`src/verilog/ssf_pkg.sv`:
```
package ssf_pkg;

  // register addresses on the strobed register port
  localparam logic [7:0] CTRL_ADDR  = 8'hF8;
  localparam logic [7:0] CFG_ADDR   = 8'hA1;
  localparam logic [7:0] DATA_ADDR  = 8'hA3;
  localparam logic [7:0] ISTAT_ADDR = 8'hF0;
  localparam logic [7:0] IMASK_ADDR = 8'hF1;

  // spi_control_status fields
  localparam int CTRL_DONE_BIT = 7;
  localparam int CTRL_WRITE_COLLISION_FLAG_BIT = 6;
  localparam int CTRL_TXE_BIT  = 1;
  localparam int CTRL_EN_BIT   = 0;

  // spi_configuration fields
  localparam int CFG_BUSY_BIT = 7;
  localparam int CFG_MST_BIT  = 6;
  localparam int CFG_SHIFTER_EMPTY_FLAG_BIT = 1;
  localparam int CFG_RXE_BIT  = 0;

  // interrupt status and mask fields
  localparam int INT_DONE_BIT = 0;
  localparam int INT_WRITE_COLLISION_FLAG_BIT = 1;
  localparam int INT_W        = 2;

  // reset values
  localparam logic             EN_RST    = 1'b0;
  localparam logic             MST_RST   = 1'b0;
  localparam logic             SHIFTER_EMPTY_FLAG_RST  = 1'b1;
  localparam logic [INT_W-1:0] IMASK_RST = 2'h0;
  localparam logic [7:0]       BYTE_RST  = 8'h00;

  // master clock half period
  localparam int CLK_NS       = 20;
  localparam int SCK_HALF_NS  = 80;
  localparam int SCK_HALF_CYC = (SCK_HALF_NS + CLK_NS - 1) / CLK_NS;

  localparam logic [3:0] BITS_PER_BYTE = 4'h8;

  typedef enum logic {SSF_IDLE, SSF_SHIFT} ssf_state_t;

endpackage

```
`src/verilog/ssf_spi_flags.sv`:
```
// What this block does
// RULE_01: shifter empty flag rises once idle, no pending transmit, no receive.
// RULE_02: shifter empty flag drops when a byte loads or unloads the shifter.
// RULE_03: transfer done flag set by hardware at end of each byte.
// RULE_04: interrupt request raised when transfer done flag sets and enabled.
// RULE_05: hardware never clears transfer done; software writes zero to clear.
// RULE_06: data write while transmit buffer full sets sticky collision, ignored.
//
// Added by the designer: the strobed register port.
`timescale 1ns/100ps
module ssf_spi_flags #(
  parameter int HALF_CYC = ssf_pkg::SCK_HALF_CYC
) (
  input  wire logic       sys_clk,
  input  wire logic       rst_b,
  input  wire logic [7:0] addr,
  input  wire logic [7:0] wdata,
  input  wire logic       wr_stb,
  input  wire logic       rd_stb,
  output logic      [7:0] rdata,
  output logic            irq,
  input  wire logic       sck_in,
  output logic            sck_out,
  output logic            sck_oe_b,
  input  wire logic       mosi_in,
  output logic            mosi_out,
  output logic            mosi_oe_b,
  input  wire logic       miso_in,
  output logic            miso_out,
  output logic            miso_oe_b,
  input  wire logic       nss_b
);
  localparam int DIV_W = 8;

  logic [3:0]                  pins_s;
  logic                        sck_s;
  logic                        mosi_s;
  logic                        miso_s;
  logic                        nss_s_b;
  ssf_pkg::ssf_state_t         state;
  ssf_pkg::ssf_state_t         next_state;
  logic [7:0]                  shift, next_shift;
  logic [3:0]                  bit_cnt, next_bit_cnt;
  logic [DIV_W-1:0]            div_cnt, next_div_cnt;
  logic [7:0]                  tx_buf, next_tx_buf;
  logic                        tx_full, next_tx_full;
  logic [7:0]                  rx_buf, next_rx_buf;
  logic                        rx_full, next_rx_full;
  logic                        shifter_empty_flag, next_shifter_empty_flag;
  logic                        transfer_done_flag, next_transfer_done_flag;
  logic                        write_collision_flag;
  logic                        next_write_collision_flag;
  logic                        en, next_en;
  logic                        mst, next_mst;
  logic [ssf_pkg::INT_W-1:0]   istat, next_istat;
  logic [ssf_pkg::INT_W-1:0]   imask, next_imask;
  logic [7:0]                  next_rdata;
  logic                        next_irq;
  logic                        next_sck_out, next_sck_oe_b;
  logic                        next_mosi_out, next_mosi_oe_b;
  logic                        next_miso_out, next_miso_oe_b;
  logic                        sck_d, nss_d_b;

  ssf_sync #(
    .WIDTH (4)
  ) u_sync (
    .sys_clk (sys_clk),
    .rst_b   (rst_b),
    .din     ({nss_b, miso_in, mosi_in, sck_in}),
    .dout    (pins_s)
  );

  assign sck_s   = pins_s[0];
  assign mosi_s  = pins_s[1];
  assign miso_s  = pins_s[2];
  assign nss_s_b = pins_s[3];

  always_comb begin
    logic       done_ev;
    logic       write_collision_flag_ev;
    logic       load;
    logic       finish;
    logic [7:0] in_byte;
    done_ev   = 1'b0;
    write_collision_flag_ev   = 1'b0;
    load      = 1'b0;
    finish    = 1'b0;
    in_byte   = shift;
    next_state   = state;
    next_shift   = shift;
    next_bit_cnt = bit_cnt;
    next_div_cnt = div_cnt;
    next_tx_buf  = tx_buf;
    next_tx_full = tx_full;
    next_rx_buf  = rx_buf;
    next_rx_full = rx_full;
    next_shifter_empty_flag   = shifter_empty_flag;
    next_transfer_done_flag   = transfer_done_flag;
    next_write_collision_flag = write_collision_flag;
    next_en       = en;
    next_mst      = mst;
    next_istat    = istat;
    next_imask    = imask;
    next_rdata    = ssf_pkg::BYTE_RST;
    next_sck_out  = sck_out;
    next_mosi_out = mosi_out;
    next_miso_out = miso_out;

    if (wr_stb) begin
      unique case (addr)
        ssf_pkg::CTRL_ADDR: begin
          next_en = wdata[ssf_pkg::CTRL_EN_BIT];
          // RULE_05: software zero clears
          if (!wdata[ssf_pkg::CTRL_DONE_BIT])
            next_transfer_done_flag = 1'b0;
          if (!wdata[ssf_pkg::CTRL_WRITE_COLLISION_FLAG_BIT])
            next_write_collision_flag = 1'b0;
        end
        ssf_pkg::CFG_ADDR:   next_mst = wdata[ssf_pkg::CFG_MST_BIT];
        ssf_pkg::DATA_ADDR: begin
          // RULE_06: collision on full buffer
          if (tx_full) begin
            write_collision_flag_ev = 1'b1;
          end else begin
            next_tx_buf  = wdata;
            next_tx_full = 1'b1;
          end
        end
        ssf_pkg::ISTAT_ADDR: next_istat = istat & ~wdata[ssf_pkg::INT_W-1:0];
        ssf_pkg::IMASK_ADDR: next_imask = wdata[ssf_pkg::INT_W-1:0];
        default: ;
      endcase
    end

    if (rd_stb) begin
      unique case (addr)
        ssf_pkg::CTRL_ADDR: begin
          next_rdata[ssf_pkg::CTRL_DONE_BIT] = transfer_done_flag;
          next_rdata[ssf_pkg::CTRL_WRITE_COLLISION_FLAG_BIT] = write_collision_flag;
          next_rdata[ssf_pkg::CTRL_TXE_BIT]  = ~tx_full;
          next_rdata[ssf_pkg::CTRL_EN_BIT]   = en;
        end
        ssf_pkg::CFG_ADDR: begin
          next_rdata[ssf_pkg::CFG_BUSY_BIT] = (state == ssf_pkg::SSF_SHIFT);
          next_rdata[ssf_pkg::CFG_MST_BIT]  = mst;
          next_rdata[ssf_pkg::CFG_SHIFTER_EMPTY_FLAG_BIT] = shifter_empty_flag;
          next_rdata[ssf_pkg::CFG_RXE_BIT]  = ~rx_full;
        end
        ssf_pkg::DATA_ADDR: begin
          next_rdata   = rx_buf;
          next_rx_full = 1'b0;
        end
        ssf_pkg::ISTAT_ADDR: next_rdata[ssf_pkg::INT_W-1:0] = istat;
        ssf_pkg::IMASK_ADDR: next_rdata[ssf_pkg::INT_W-1:0] = imask;
        default: ;
      endcase
    end

    unique case (state)
      ssf_pkg::SSF_IDLE: begin
        next_div_cnt = '0;
        next_bit_cnt = '0;
        next_sck_out = 1'b0;
        if (en && mst && tx_full)
          load = 1'b1;
        else if (en && !mst && !nss_s_b && nss_d_b)
          load = 1'b1;
        // RULE_01: idle with nothing pending
        else
          next_shifter_empty_flag = ~tx_full;
      end
      ssf_pkg::SSF_SHIFT: begin
        if (!en || (!mst && nss_s_b)) begin
          next_state   = ssf_pkg::SSF_IDLE;
          next_sck_out = 1'b0;
        end else if (mst) begin
          if (div_cnt == DIV_W'(HALF_CYC - 1)) begin
            next_div_cnt = '0;
            next_sck_out = ~sck_out;
            if (!sck_out) begin
              next_shift   = {shift[6:0], miso_s};
              next_bit_cnt = bit_cnt + 4'h1;
            end else if (bit_cnt == ssf_pkg::BITS_PER_BYTE) begin
              finish     = 1'b1;
              next_state = ssf_pkg::SSF_IDLE;
            end else begin
              next_mosi_out = shift[7];
            end
          end else begin
            next_div_cnt = div_cnt + DIV_W'(1);
          end
        end else begin
          if (sck_s && !sck_d) begin
            in_byte      = {shift[6:0], mosi_s};
            next_shift   = in_byte;
            next_bit_cnt = bit_cnt + 4'h1;
            if (bit_cnt == ssf_pkg::BITS_PER_BYTE - 4'h1) begin
              finish = 1'b1;
              load   = 1'b1;
            end
          end else if (!sck_s && sck_d) begin
            next_miso_out = shift[7];
          end
        end
      end
    endcase

    // RULE_02: shifter unloads into receive buffer
    if (finish) begin
      next_rx_buf  = in_byte;
      next_rx_full = 1'b1;
      next_shifter_empty_flag = 1'b0;
      done_ev = 1'b1;
    end

    // RULE_02: transmit byte loads the shifter
    if (load) begin
      next_state   = ssf_pkg::SSF_SHIFT;
      next_shift   = tx_full ? tx_buf : ssf_pkg::BYTE_RST;
      next_tx_full = next_tx_full & ~tx_full;
      next_bit_cnt = '0;
      next_div_cnt = '0;
      next_shifter_empty_flag = 1'b0;
      next_mosi_out = tx_full & tx_buf[7];
      next_miso_out = tx_full & tx_buf[7];
    end

    // RULE_03: done set wins over clear
    if (done_ev)
      next_transfer_done_flag = 1'b1;
    if (write_collision_flag_ev)
      next_write_collision_flag = 1'b1;
    next_istat[ssf_pkg::INT_DONE_BIT] = next_istat[ssf_pkg::INT_DONE_BIT] |
                                        done_ev;
    next_istat[ssf_pkg::INT_WRITE_COLLISION_FLAG_BIT] = next_istat[ssf_pkg::INT_WRITE_COLLISION_FLAG_BIT] |
                                        write_collision_flag_ev;
    // RULE_04: unmasked event raises request
    next_irq = |(next_istat & next_imask);

    next_sck_oe_b  = ~(next_en & next_mst);
    next_mosi_oe_b = ~(next_en & next_mst);
    next_miso_oe_b = ~(next_en & ~next_mst & ~nss_s_b);
  end

  always_ff @(posedge sys_clk or negedge rst_b) begin
    if (!rst_b) begin
      state   <= ssf_pkg::SSF_IDLE;
      shift   <= ssf_pkg::BYTE_RST;
      bit_cnt <= 4'h0;
      div_cnt <= '0;
      tx_buf  <= ssf_pkg::BYTE_RST;
      tx_full <= 1'b0;
      rx_buf  <= ssf_pkg::BYTE_RST;
      rx_full <= 1'b0;
      shifter_empty_flag   <= ssf_pkg::SHIFTER_EMPTY_FLAG_RST;
      transfer_done_flag   <= 1'b0;
      write_collision_flag <= 1'b0;
      en        <= ssf_pkg::EN_RST;
      mst       <= ssf_pkg::MST_RST;
      istat     <= '0;
      imask     <= ssf_pkg::IMASK_RST;
      rdata     <= ssf_pkg::BYTE_RST;
      irq       <= 1'b0;
      sck_out   <= 1'b0;
      sck_oe_b  <= 1'b1;
      mosi_out  <= 1'b0;
      mosi_oe_b <= 1'b1;
      miso_out  <= 1'b0;
      miso_oe_b <= 1'b1;
      sck_d     <= 1'b0;
      nss_d_b   <= 1'b1;
    end else begin
      state   <= next_state;
      shift   <= next_shift;
      bit_cnt <= next_bit_cnt;
      div_cnt <= next_div_cnt;
      tx_buf  <= next_tx_buf;
      tx_full <= next_tx_full;
      rx_buf  <= next_rx_buf;
      rx_full <= next_rx_full;
      shifter_empty_flag   <= next_shifter_empty_flag;
      transfer_done_flag   <= next_transfer_done_flag;
      write_collision_flag <= next_write_collision_flag;
      en        <= next_en;
      mst       <= next_mst;
      istat     <= next_istat;
      imask     <= next_imask;
      rdata     <= next_rdata;
      irq       <= next_irq;
      sck_out   <= next_sck_out;
      sck_oe_b  <= next_sck_oe_b;
      mosi_out  <= next_mosi_out;
      mosi_oe_b <= next_mosi_oe_b;
      miso_out  <= next_miso_out;
      miso_oe_b <= next_miso_oe_b;
      sck_d     <= sck_s;
      nss_d_b   <= nss_s_b;
    end
  end
endmodule

```
`src/verilog/ssf_sync.sv`:
```
`timescale 1ns/100ps
module ssf_sync #(
  parameter int WIDTH = 1
) (
  input  wire logic             sys_clk,
  input  wire logic             rst_b,
  input  wire logic [WIDTH-1:0] din,
  output logic      [WIDTH-1:0] dout
);
  logic [WIDTH-1:0] meta;

  always_ff @(posedge sys_clk or negedge rst_b) begin
    if (!rst_b) begin
      meta <= '0;
      dout <= '0;
    end else begin
      meta <= din;
      dout <= meta;
    end
  end
endmodule

```
`config.mk`:
```
export PLATFORM = sky130hd
export DESIGN_NAME = ssf_spi_flags
export DESIGN_NICKNAME = d
export VERILOG_FILES = /design/src/verilog/ssf_pkg.sv /design/src/verilog/ssf_spi_flags.sv /design/src/verilog/ssf_sync.sv
export SDC_FILE = /design/constraint.sdc
export NUM_CORES = 1
export LEC_CHECK = 0
export BUFFER_PORTS_ARGS = -buffer_cell sky130_fd_sc_hd__buf_2
export CORE_MARGIN = 2
export CORE_UTILIZATION = 62
export DETAILED_ROUTE_END_ITERATION = 12
export PLACE_DENSITY = 0.95
export REMOVE_ABC_BUFFERS = 1
export SLEW_MARGIN = 15
export SYNTH_ARGS = -nofsm -noshare
export SYNTH_HDL_FRONTEND = slang
export SYNTH_HIERARCHICAL = 1
export SYNTH_SLANG_ARGS = --single-unit
```
`constraint.sdc`:
```
create_clock -name sys_clk -period 4.04 [get_ports sys_clk]
set_clock_uncertainty 0.1 [all_clocks]
set_input_delay 0.404 -clock sys_clk [delete_from_list [all_inputs] [get_ports sys_clk]]
set_output_delay 0.404 -clock sys_clk [all_outputs]
set_load 0.1 [all_outputs]
```
### After elaboration in Yosys (flattened, before gate mapping)

Index checks and enable logic that the tools add are counted.

| cells by class | value |
|---|---|
| $add $sub $neg | 2 |
| eq/ne operators | 26 |
| multiplexer cells | 95 |
| bitwise gates (word level) | 18 |
| reductions and logical operators | 37 |

Operator list:

| operator | number |
|---|---|
| 8-bit two-way mux | 16 |
| 1-bit two-way mux | 62 |
| 8-bit equality test (second input constant) | 5 |
| 4-bit two-way mux | 7 |
| 2-bit nonzero test | 11 |
| 3-bit by 1-bit != test with 1-bit output (second input constant) | 7 |
| 8-bit case mux with 2 select lines | 1 |
| 2-bit by 1-bit != test with 1-bit output (second input constant) | 6 |
| 3-bit AND reduction | 4 |
| 2-bit case mux with 5 select lines | 1 |
| 8-bit by 1-bit adder with 8-bit output (second input constant) | 1 |
| 8-bit by 2-bit equality test with 1-bit output (second input constant) | 1 |
| 1-bit logical AND | 8 |
| 2-bit two-way mux | 4 |
| 1-bit inverter | 8 |
| 4-bit case mux with 2 select lines | 1 |
| 4-bit AND reduction | 2 |
| 3-bit by 2-bit != test with 1-bit output (second input constant) | 2 |
| 2-bit case mux with 3 select lines | 1 |
| 2-bit AND reduction | 3 |
| 6-bit AND reduction | 1 |
| 1-bit bitwise AND | 5 |
| 1-bit zero test | 5 |
| 5-bit AND reduction | 1 |
| 12 further kinds | 15 |

| word-level totals | value |
|---|---|
| register bits | 72 |
| input port bits | 24 |

### Longest topological paths before layout

Gate-level depths: netlist of run 1.

| depth | value |
|---|---|
| depth after elaboration | 11 |
| depth in mapped cells | 9 |
| mapped depth without buffers | 7 |

### By module

The synthesis of run 1 kept the hierarchy.

Modules (own cells, without submodules):

| module | instances | cells an instance | area each (um^2) |
|---|---|---|---|
| ssf_spi_flags | 1 | 312 | 3181.8 |
| ssf_sync | 1 | 8 | 200.2 |

### Worst setup path after synthesis of run 1

No wires, ideal clock.

| timing path | value |
|---|---|
| kind | reg2reg |
| start point | register sck_out |
| end point | register rx_buf[0] |
| library setup time | 0.133 ns |
| data arrival time | 2.025 ns |
| data required time | 3.807 ns |
| setup slack | 1.782 ns |
| cell stages (with the launch flop) | 8 |
| path buffers | 2 |
| period minus slack after synthesis | 2.258 ns |
| cell sequence | dfrtp_1 > and4b_1 > nand3_1 > o21a_1 > clkbuf_1 > clkbuf_1 > nand2_1 > o21ai_0 |

| between the ends | value |
|---|---|
| word-level cells in the longest chain between the ends | 5 |

RTL lines:

| what | line | source |
|---|---|---|
| start: declaration | ssf_spi_flags.sv:23 | `output logic sck_out,` |
| start signal: assignment | ssf_spi_flags.sv:290 | `sck_out <= next_sck_out;` |
| 1-bit two-way mux | ssf_spi_flags.sv:180 | `if (!sck_out) begin` |
| 1-bit two-way mux | ssf_spi_flags.sv:177 | `if (div_cnt == DIV_W'(HALF_CYC - 1)) begin` |
| 1-bit two-way mux | ssf_spi_flags.sv:176 | `end else if (mst) begin` |
| 1-bit two-way mux | ssf_spi_flags.sv:173 | `if (!en \|\| (!mst && nss_s_b)) begin` |
| 1-bit two-way mux | ssf_spi_flags.sv:159 | `unique case (state)` |
| end signal: assignment | ssf_spi_flags.sv:253 | `rx_buf <= ssf_pkg::BYTE_RST;` |
| end signal: assignment | ssf_spi_flags.sv:279 | `rx_buf <= next_rx_buf;` |
| end: declaration | ssf_spi_flags.sv:47 | `logic [7:0] rx_buf, next_rx_buf;` |

No other way between the ends.
A chain may end at the register's enable or synchronous reset.

### Final worst setup path of run 1

| timing path | value |
|---|---|
| start point | register mst |
| end point | register irq |

| between the ends | value |
|---|---|
| word-level cells in the longest chain between the ends | 9 |
| elaborated cells between the ends (all ways) | 10 |
| classes of those cells | mux (4); bitwise (2); reduce/logical (4) |

RTL lines:

| what | line | source |
|---|---|---|
| start: declaration | ssf_spi_flags.sv:54 | `logic mst, next_mst;` |
| start signal: assignment | ssf_spi_flags.sv:259 | `mst <= ssf_pkg::MST_RST;` |
| start signal: assignment | ssf_spi_flags.sv:285 | `mst <= next_mst;` |
| 1-bit zero test | ssf_spi_flags.sv:173 |  |
| 1-bit logical AND | ssf_spi_flags.sv:173 |  |
| 1-bit logical OR | ssf_spi_flags.sv:173 |  |
| 1-bit two-way mux * | ssf_spi_flags.sv:173 |  |
| 1-bit two-way mux * | ssf_spi_flags.sv:159 |  |
| 1-bit two-way mux * | ssf_spi_flags.sv:209 | `if (finish) begin` |
| 1-bit OR * | ssf_spi_flags.sv:233 | `next_istat[ssf_pkg::INT_DONE_BIT] = next_istat[ssf_pkg::INT_DONE_BIT] \|` |
| 2-bit bitwise AND * | ssf_spi_flags.sv:238 | `next_irq = \|(next_istat & next_imask);` |
| 2-bit OR reduction * | ssf_spi_flags.sv:238 |  |
| via next_irq | ssf_spi_flags.sv:58 | `logic next_irq;` |
| end signal: assignment | ssf_spi_flags.sv:289 | `irq <= next_irq;` |
| end: declaration | ssf_spi_flags.sv:21 | `output logic irq,` |

Mark *: on every way through the listed nets, which the timed path passes. The rest lies on a longest branch.

==> metrics, run 1 <==
Vias=2,712; Setup crit end kind=flip-flop; first-pass GRT wire length=12,700 um; Syn Area/Cell=between 10 and 15 um2; CP Data Required Time=4170 ps; Worst-path clk slew=approximately 80 ps; flops & latches, synth=72; final period utilization=64.9%; Arrival @ worst endpoint=2760 ps; Post-synth top flop=dfrtp_1; Initial Utilization=65.4%; root buf cell=clkbuf_8; CTS Sinks=72; status=complete, but fails checks; Post-CTS Hold Buffers=0; post-synthesis compound-gate area fraction=16.8%; layout cell share with drive strength beyond 1=22.3%; Final Slew Violations=0; setup TNS=0 ps; GPL Wtd Cong=0.917; fmax=0.382 GHz; die height=between 70 and 80 um; Worst path slowest cell=dfrtp_1; nets@finish=386; area grow syn2layout=13.3%; Max Root-Sink Buffers=2; drt first-iter violations=398; P per Cell Area=401 mW/mm2; clock buffer count from CTS=9; GR Util All Layers=between 20% and 30%; # IOs=39; vias in the first global route=around 2,600; Routed Antenna Nets=0; delay-heaviest family, CP=compound AO/OA/AOI/OAI gates; Post-CTS Setup Inserts=0; worst hold path type=input pin to async pin; Worst-Margin Slew=758 ps; final hold violations=49; DRT Wirelength=7610 um; DRC=0; commonest non-fill, non-tap cells in the layout=68 x dfrtp_1, 37 x nand2_1, 37 x buf_2; commonest non-fill, non-tap cell in the layout=dfrtp_1; crit start category=flip-flop; Worst-Skew Late Latency=350 ps; core area=0.00517 mm2; slowest stage delay, CP=about 770 ps; final setup vio count=0; n_diodes=0; WS Path Type=flip-flop to flip-flop; initial antenna violation count=0; Synth Area in Adders=1.11%; maxcap violations=0; area of the mapped netlist=0.00338 mm2; post-synthesis simple-gate area fraction=16.9%; Buf+Inv Stages, Crit Path=0; sequential area share after synthesis=53.4%; die area=0.00606 mm2; post_cts resized=0; leakage=1.79 nW; Worst Path Max Fanout=24; cell row count=26; RSZ-0062 raised after global routing=false; CTS H-Tree Depth=3; largest family of logic cells by synthesized area=simple AND/OR/NAND/NOR gates; multiplexer area fraction after synthesis=8.14%; Port-buffer cells=38; Mapped Cells=320; Post-synth EDFFs=0; CTS tree=done; ordered list of cells on the worst path=and4bb_2 > nand4_1 > o21a_1 > a21boi_0 > a2bb2o_1; hold slack=-19.7 ps; wire per inst=17.5 um; total gr overflow=0; post-DP HPWL=between 5000 and 6000 um; Post-Synth XOR/XNOR Area=0%; failing checks=negative hold slack; largest net degree at the start of global routing=55; Max IR drop VDD=334 uV; Final WS setup=1420 ps; Async SR Flop Fraction=100%; min Tclk post-route=2620 ps; Pre-Repair DR Iteration Count=7; Die W=77.9 um; dpl ws=about 1400 ps; DR vias/cell=6.25; Max-slew headroom=slightly below 50%; post-synth cell types=54; Synth Warn #=6
[sequential cells by signal, indices dropped and copies added, names as in the netlist, 2 cells and up]
register / cells
div_cnt: 8
rdata: 8
rx_buf: 8
shift: 8
tx_buf: 8
bit_cnt: 4
u_sync/dout: 4
u_sync/meta: 4
imask: 2
istat: 2
[layer usage]
layer / GRT usage (%) / up-vias / share of wire [%]
met2: 41.6 / 142 / 48
met3: 4.42 / 22 / 6.4
li1: - / 1248 / -
met5: 0 / - / 0
met4: 13.9 / 0 / 2.9
met1: 38.8 / 1300 / 43
[power by group]
part           leakage, nW  switching, mW  internal (mW)
sequential           0.948         0.0406          0.753
combinational        0.731         0.0701         0.0500
clock                0.110          0.276          0.348
total                 1.79          0.387           1.15
[synth_stat cells (2+ instances only)]
cell type   n  area, um2
nor4_1      2       12.5
a22o_1      3       26.3
nand2_1    37        139
nor2b_1     6       37.5
and4bb_2    3       37.5
and2_1      8       50.1
a41oi_1     2       17.5
buf_4       2       15.0
a22oi_1     5       37.5
a21o_1      2       15.0
a21boi_0    3       22.5
nand4_1     2       12.5
a221oi_1    3       26.3
and3b_1     2       17.5
o22a_1      3       26.3
ha_1        3       37.5
nand3_1    15       75.1
dfstp_2     4        105
inv_1      16       60.1
mux2_2     12        135
dfrtp_1    68       1700
o21a_1      3       22.5
mux2i_1    14        140
clkbuf_1    6       22.5
nor2_1      8       30.0
a31oi_1     8       50.1
or3_1       3       18.8
and3_1      7       43.8
o22ai_1     5       31.3
buf_2       3       15.0
a21oi_1    12       60.1
o21ai_0    28        140
[cell type report]
class | instances | area [um2]
Sequential cell | 72 | 1810
Multi-Input combinational cell | 220 | 1450
Inverter | 16 | 60.1
Tap cell | 70 | 87.6
Timing Repair Buffer | 40 | 208
Fill cell | 337 | 1340
Clock inverter | 7 | 95.1
Clock buffer | 9 | 124
[through the flow]
step                      power, mW  utilization (%)  instances  hold slack (ps)  area, um2
after floorplan               0.861                -        308             8.41       3320
after global placement        0.915             69.8        418              232       3610
after detailed placement      0.923             69.8        418              235       3610
after CTS                      1.55             74.0        434             38.4       3830
after global routing           1.59             74.1        434             39.3       3830
final                          1.54             74.1        434            -19.7       3830
[path summary, 6_finish.rpt]
kind	from	end	slack [ps]	depth (start not counted)
max in group asynchronous	rst_b	bit_cnt[0]	3160	2
min in group sys_clk	nss_b	u_sync/meta[3]	60	1
min reg2reg	u_sync/meta[0]	u_sync/dout[0]	250	0
max reg2reg	mst	irq	1420	5
min	rst_b	u_sync/dout[3]	-20	1
max	mst	irq	1420	5
[cells by family after synthesis]
group | Yosys count
AOI/OAI and AO/OA | 87
adders and majority gates | 3
buffers and inverters | 28
DFF | 72
muxes | 26
and+or+nand+nor | 104
(Power assumes the default switching activity.)
==> run 2, diff against run 1 <==
--- a/config.mk
+++ b/config.mk
@@ -7,9 +7,9 @@
 export LEC_CHECK = 0
 export BUFFER_PORTS_ARGS = -buffer_cell sky130_fd_sc_hd__buf_2
 export CORE_MARGIN = 2
-export CORE_UTILIZATION = 62
+export CORE_UTILIZATION = 52
 export DETAILED_ROUTE_END_ITERATION = 12
-export PLACE_DENSITY = 0.95
+export PLACE_DENSITY = 0.87
 export REMOVE_ABC_BUFFERS = 1
 export SLEW_MARGIN = 15
 export SYNTH_ARGS = -nofsm -noshare
==> constraint.sdc (replaced) <==
create_clock -name sys_clk -period 2.35 [get_ports sys_clk]
set_clock_uncertainty 0.1 [all_clocks]
set_input_delay 0.235 -clock sys_clk [delete_from_list [all_inputs] [get_ports sys_clk]]
set_output_delay 0.235 -clock sys_clk [all_outputs]
set_load 0.1 [all_outputs]
==> metrics, run 2 (synthesis gave the netlist of run 1 again) <==
root buf cell=clkbuf_8; worst hold path type=input pin to flip-flop; FF-to-FF setup slack=180 ps (-1240 ps); crit start category=flip-flop; post_cts resized=0 (unchanged); leakage=1.86 nW (+4.3%); area grow syn2layout=17.6%; Worst-Skew Late Latency=350 ps (about the same); RSZ-0062 raised after global routing=false; DRT Wirelength=7600 um (-0.21%); fmax=0.460 GHz (+21%); Non-Filler Instances=456 (+5.1%); initial antenna violation count=0 (unchanged); Routed Antenna Nets=0 (unchanged); clock buffer count from CTS=9 (unchanged); CTS Sinks=72 (unchanged); core area=0.00631 mm2 (+22%); die height=84.6 um (+8.7%); Max Root-Sink Buffers=2 (unchanged); wire per inst=16.7 um (-5.0%); status=completed; Max-slew headroom=55.5% (+6.3 points); setup TNS=0 ps (unchanged); Initial Utilization=53.6% (-12 points); DR vias/cell=6.09 (-2.5%); die area=0.00716 mm2 (+18%); CTS H-Tree Depth=3 (unchanged); total gr overflow=0 (unchanged); post-DP HPWL=5360 um (-1.2%); WS Path Type=flip-flop to flip-flop; Die W=84.6 um (+8.7%); final setup vio count=0 (unchanged); Pre-Repair DR Iteration Count=5 (-2); Vias=2,777 (+2.4%); CTS tree=done; Setup crit end kind=flip-flop; GR Util All Layers=22.7% (-4.9 points); Worst Path Max Fanout=12 (-50%); worst r2r src=mst; Max IR drop VDD=600 uV (+80%); commonest non-fill, non-tap cells in the layout=68 x dfrtp_1, 38 x buf_2, 37 x nand2_1; nets@finish=401 (+3.9%); placed cell count=435 (+4.1%); min Tclk post-route=2170 ps (-446 ps); P per Cell Area=669 mW/mm2 (+67%); maxcap violations=0 (unchanged); drt first-iter violations=236 (-41%); vias in the first global route=2,656 (+2.7%); # IOs=39 (unchanged); cell row count=29 (+12%); CP Data Required Time=2480 ps (-1690 ps); Port-buffer cells=38 (unchanged); Post-CTS Setup Inserts=0 (unchanged); Final Power=2.66 mW (+73%); final period utilization=92.5% (+28 points); cells on worst reg2reg path=6 (+1); first-pass GRT wire length=12,800 um (+0.65%); final hold violations=0 (-100%); Hold Path End=tx_buf[3]; Worst-Margin Slew=668 ps (-91.0 ps); layout cell share with drive strength beyond 1=24.0% (+1.8 points); largest net degree at the start of global routing=44 (-20%); HP Start=wdata[3]; Arrival @ worst endpoint=2310 ps (-450 ps); n_diodes=0 (unchanged); Final Slew Violations=0 (unchanged); commonest non-fill, non-tap cell in the layout=dfrtp_1; reg2reg end=miso_out; Worst-path clk slew=80 ps (about the same); GPL Wtd Cong=0.892 (-2.7%); DRC=0 (unchanged); Min-Delay Path Depth=2; hold slack=14.0 ps (+33.7 ps)
==> run 2: cell types whose count changed in the layout (fill, tap and decap cells not counted), sizes merged <==
cell and change:
buf +10, dlygate4sd3 +5
==> run 2: worst max-delay path: stages, from the launching register on <==
cell and delay (ps):
dfrtp_1 440, buf_4 210, and4bb_2 340, nand4_1 230, and2_4 250, a22o_1 230
mux2_2 250
==> run 2: worst max-delay path by stage <==
stage,depth (start not counted),slack [ps],start,endpoint
6_report,6,180,mst,miso_out
5_1_grt,6,60,div_cnt[1],mosi_out
4_1_cts,6,190,mst,shift[6]
3_5_place_dp,5,220,nss_d_b,miso_out
3_3_place_gp,5,270,nss_d_b,miso_out
2_1_floorplan,5,60,sck_out,irq
==> run 2: metrics by stage <==
stage | setup slack, ps | util (%) | instance area, um2
after global routing | 56.6 | 63.0 | 3980
final | 175 | 63.0 | 3980
after detailed placement | 223 | 58.7 | 3710
after CTS | 190 | 63.0 | 3980
after floorplan | 55.3 | - | 3320
after global placement | 273 | 58.7 | 3710
==> run 2: layer usage <==
layer / global-route usage, % / vias to the layer above / part of all wire [%]
met5: 0 / - / 0
met4: 11.8 / 0 / 3.9
met3: 3.93 / 34 / 5.7
met2: 33.6 / 127 / 46
met1: 32.2 / 1345 / 45
li1: - / 1271 / -
==> run 2: area by class of cell <==
type | count | area, um2
clock buffers | 9 | 124
clock inverters | 7 | 95.1
fillers | 497 | 2340
inverters | 16 | 60.1
multi-input cells | 220 | 1450
flip-flops and latches | 72 | 1810
well taps | 77 | 96.3
repair buffers | 55 | 343
==> run 2: timing repair <==
item | CTS | global route
hold buffers | 5 | 0
endpoints found under the setup margin | 0 | 0
endpoints found under the hold margin | 32 | 0
==> run 2: power breakdown <==
group | internal, mW | leakage, nW | total (mW) | switching (mW)
clock | 0.599 | 0.110 | 1.08 | 0.479
combinational | 0.0981 | 0.807 | 0.231 | 0.132
sequential | 1.29 | 0.948 | 1.35 | 0.0562
total | 1.99 | 1.86 | 2.66 | 0.668
==> run 3, diff against run 2 <==
--- a/config.mk
+++ b/config.mk
@@ -7,9 +7,9 @@
 export LEC_CHECK = 0
 export BUFFER_PORTS_ARGS = -buffer_cell sky130_fd_sc_hd__buf_2
 export CORE_MARGIN = 2
-export CORE_UTILIZATION = 52
+export CORE_UTILIZATION = 58
 export DETAILED_ROUTE_END_ITERATION = 12
-export PLACE_DENSITY = 0.87
+export PLACE_DENSITY = 0.91
 export REMOVE_ABC_BUFFERS = 1
 export SLEW_MARGIN = 15
 export SYNTH_ARGS = -nofsm -noshare
==> constraint.sdc (replaced) <==
create_clock -name sys_clk -period 2.1 [get_ports sys_clk]
set_clock_uncertainty 0.1 [all_clocks]
set_input_delay 0.21 -clock sys_clk [delete_from_list [all_inputs] [get_ports sys_clk]]
set_output_delay 0.21 -clock sys_clk [all_outputs]
set_load 0.1 [all_outputs]
==> metrics, run 3 (synthesis gave the netlist of run 1 again) <==
status=completed; vias in the first global route=2,679 (+0.87%); GPL Wtd Cong=0.942 (+5.6%); die height=80.4 um (-5.1%); Vias=2,893 (+4.2%); Max IR drop VDD=539 uV (-10%); leakage=1.95 nW (+4.7%); first-pass GRT wire length=13,200 um (+3.7%); worst r2r src=nss_d_b; area grow syn2layout=22.3%; initial antenna violation count=0 (unchanged); FF-to-FF setup slack=70 ps (-110 ps); GR Util All Layers=27.2% (+4.5 points); cell row count=27 (-6.9%); Worst-path clk slew=70 ps (about the same); placed cell count=440 (+1.1%); clock buffer count from CTS=9 (unchanged); P per Cell Area=745 mW/mm2 (+11%); root buf cell=clkbuf_8; final hold violations=0 (unchanged); drt first-iter violations=389 (+65%); min Tclk post-route=2030 ps (-141 ps); Max-slew headroom=67.6% (+12 points); final setup vio count=0 (unchanged); Max Root-Sink Buffers=2 (unchanged); layout cell share with drive strength beyond 1=26.8% (+2.8 points); WS Path Type=flip-flop to flip-flop; die area=0.00646 mm2 (-9.9%); Worst-Skew Late Latency=340 ps (about the same); Worst-Margin Slew=490 ps (-177 ps); Final Slew Violations=0 (unchanged); DRC=0 (unchanged); maxcap violations=0 (unchanged); total gr overflow=0 (unchanged); largest net degree at the start of global routing=73 (+66%); reg2reg end=shift[3]; Die W=80.4 um (-5.1%); Worst Path Max Fanout=4 (-8); worst hold path type=input pin to flip-flop; nets@finish=417 (+4.0%); final core utilization=74.2% (+11 points); crit start category=flip-flop; Worst Setup EP=shift[3]; wire per inst=17.3 um (+4.1%); DRT Wirelength=8100 um (+6.6%); commonest non-fill, non-tap cells in the layout=68 x dfrtp_1, 38 x buf_2, 37 x nand2_1; cells on worst reg2reg path=5 (-1); Setup crit end kind=flip-flop; post-DP HPWL=5650 um (+5.4%); commonest non-fill, non-tap cell in the layout=dfrtp_1; DR vias/cell=6.19 (+1.7%); Non-Filler Instances=467 (+2.4%); Routed Antenna Nets=0 (unchanged); CTS Sinks=72 (unchanged); Setup crit start=nss_d_b; Port-buffer cells=38 (unchanged); CP Data Required Time=2280 ps (-200 ps); Arrival @ worst endpoint=2210 ps (-100 ps); core area=0.00557 mm2 (-12%); fmax=0.492 GHz (+6.9%); n_diodes=0 (unchanged); Initial Utilization=60.7% (+7.1 points); final period utilization=96.9% (+4.3 points); # IOs=39 (unchanged); Pre-Repair DR Iteration Count=5 (unchanged); CTS tree=done; CTS H-Tree Depth=3 (unchanged)
-- run 3: cell count changes in the layout (fill, tap and decap cells not counted), sizes merged --
cell,previous run,this run
dlygate4sd3,5,8
buf,50,63
bufinv,2,3
clkinv,3,2
inv,17,16
clkbuf,9,10
-- run 3: what timing repair did --
item	CTS	global route
setup buffers	0	3
setup endpoints to repair	0	17
hold buffers	8	0
endpoints found under the hold margin	75	0
gates resized for setup	0	6
-- run 3: final cells by class --
class	count	area [um2]
flip-flops and latches	72	1810
well taps	72	90.1
multi-input cells	220	1470
inverters	16	60.1
clock inverters	6	108
fillers	373	1440
repair buffers	71	474
clock buffers	10	128
-- run 3: power breakdown --
part           total [mW]  leakage (nW)  internal [mW]  switching [mW]
clock                1.30         0.116          0.785           0.511
sequential           1.52         0.948           1.45          0.0699
combinational       0.266         0.888          0.120           0.145
-- run 3: per-stage QoR --
stage               setup WS, ps  setup TNS [ps]  instance area (um2)  hold slack (ps)  power (mW)
floorplan                   -195           -1080                 3320             -186        1.66
finish                      66.0               0                 4140             13.6        3.08
global route               -33.5           -42.1                 4140             4.32        3.18
global placement            64.3               0                 3780              157        1.77
CTS                         9.42               0                 4090             5.11        3.08
detailed placement          46.2               0                 3780              163        1.79
-- run 3: worst min-delay path by stage --
stage | startpoint | endpoint | slack (ps) | depth (start not counted)
2_1_floorplan | rst_b | bit_cnt[0] | -190 | 0
3_3_place_gp | rst_b | u_sync/meta[0] | 160 | 2
3_5_place_dp | rst_b | u_sync/meta[0] | 160 | 2
4_1_cts | wdata[5] | tx_buf[5] | 5 | 2
5_1_grt | wdata[5] | tx_buf[5] | 4 | 2
6_report | wdata[5] | tx_buf[5] | 10 | 2
-- run 3: worst max-delay path: stages (launching register included) --
cell,delay (ps)
dfstp_2,530
or3b_1,340
a211o_1,300
buf_4,150
a31oi_1,360
o22a_1,210
-- run 3: per-layer routing --
layer,vias up,GRT usage (%),share of wire (%)
li1,1313,-,-
met4,0,11.0,2.6
met3,20,4.49,7.4
met5,-,0,0
met1,1407,38.2,41
met2,153,42.3,49
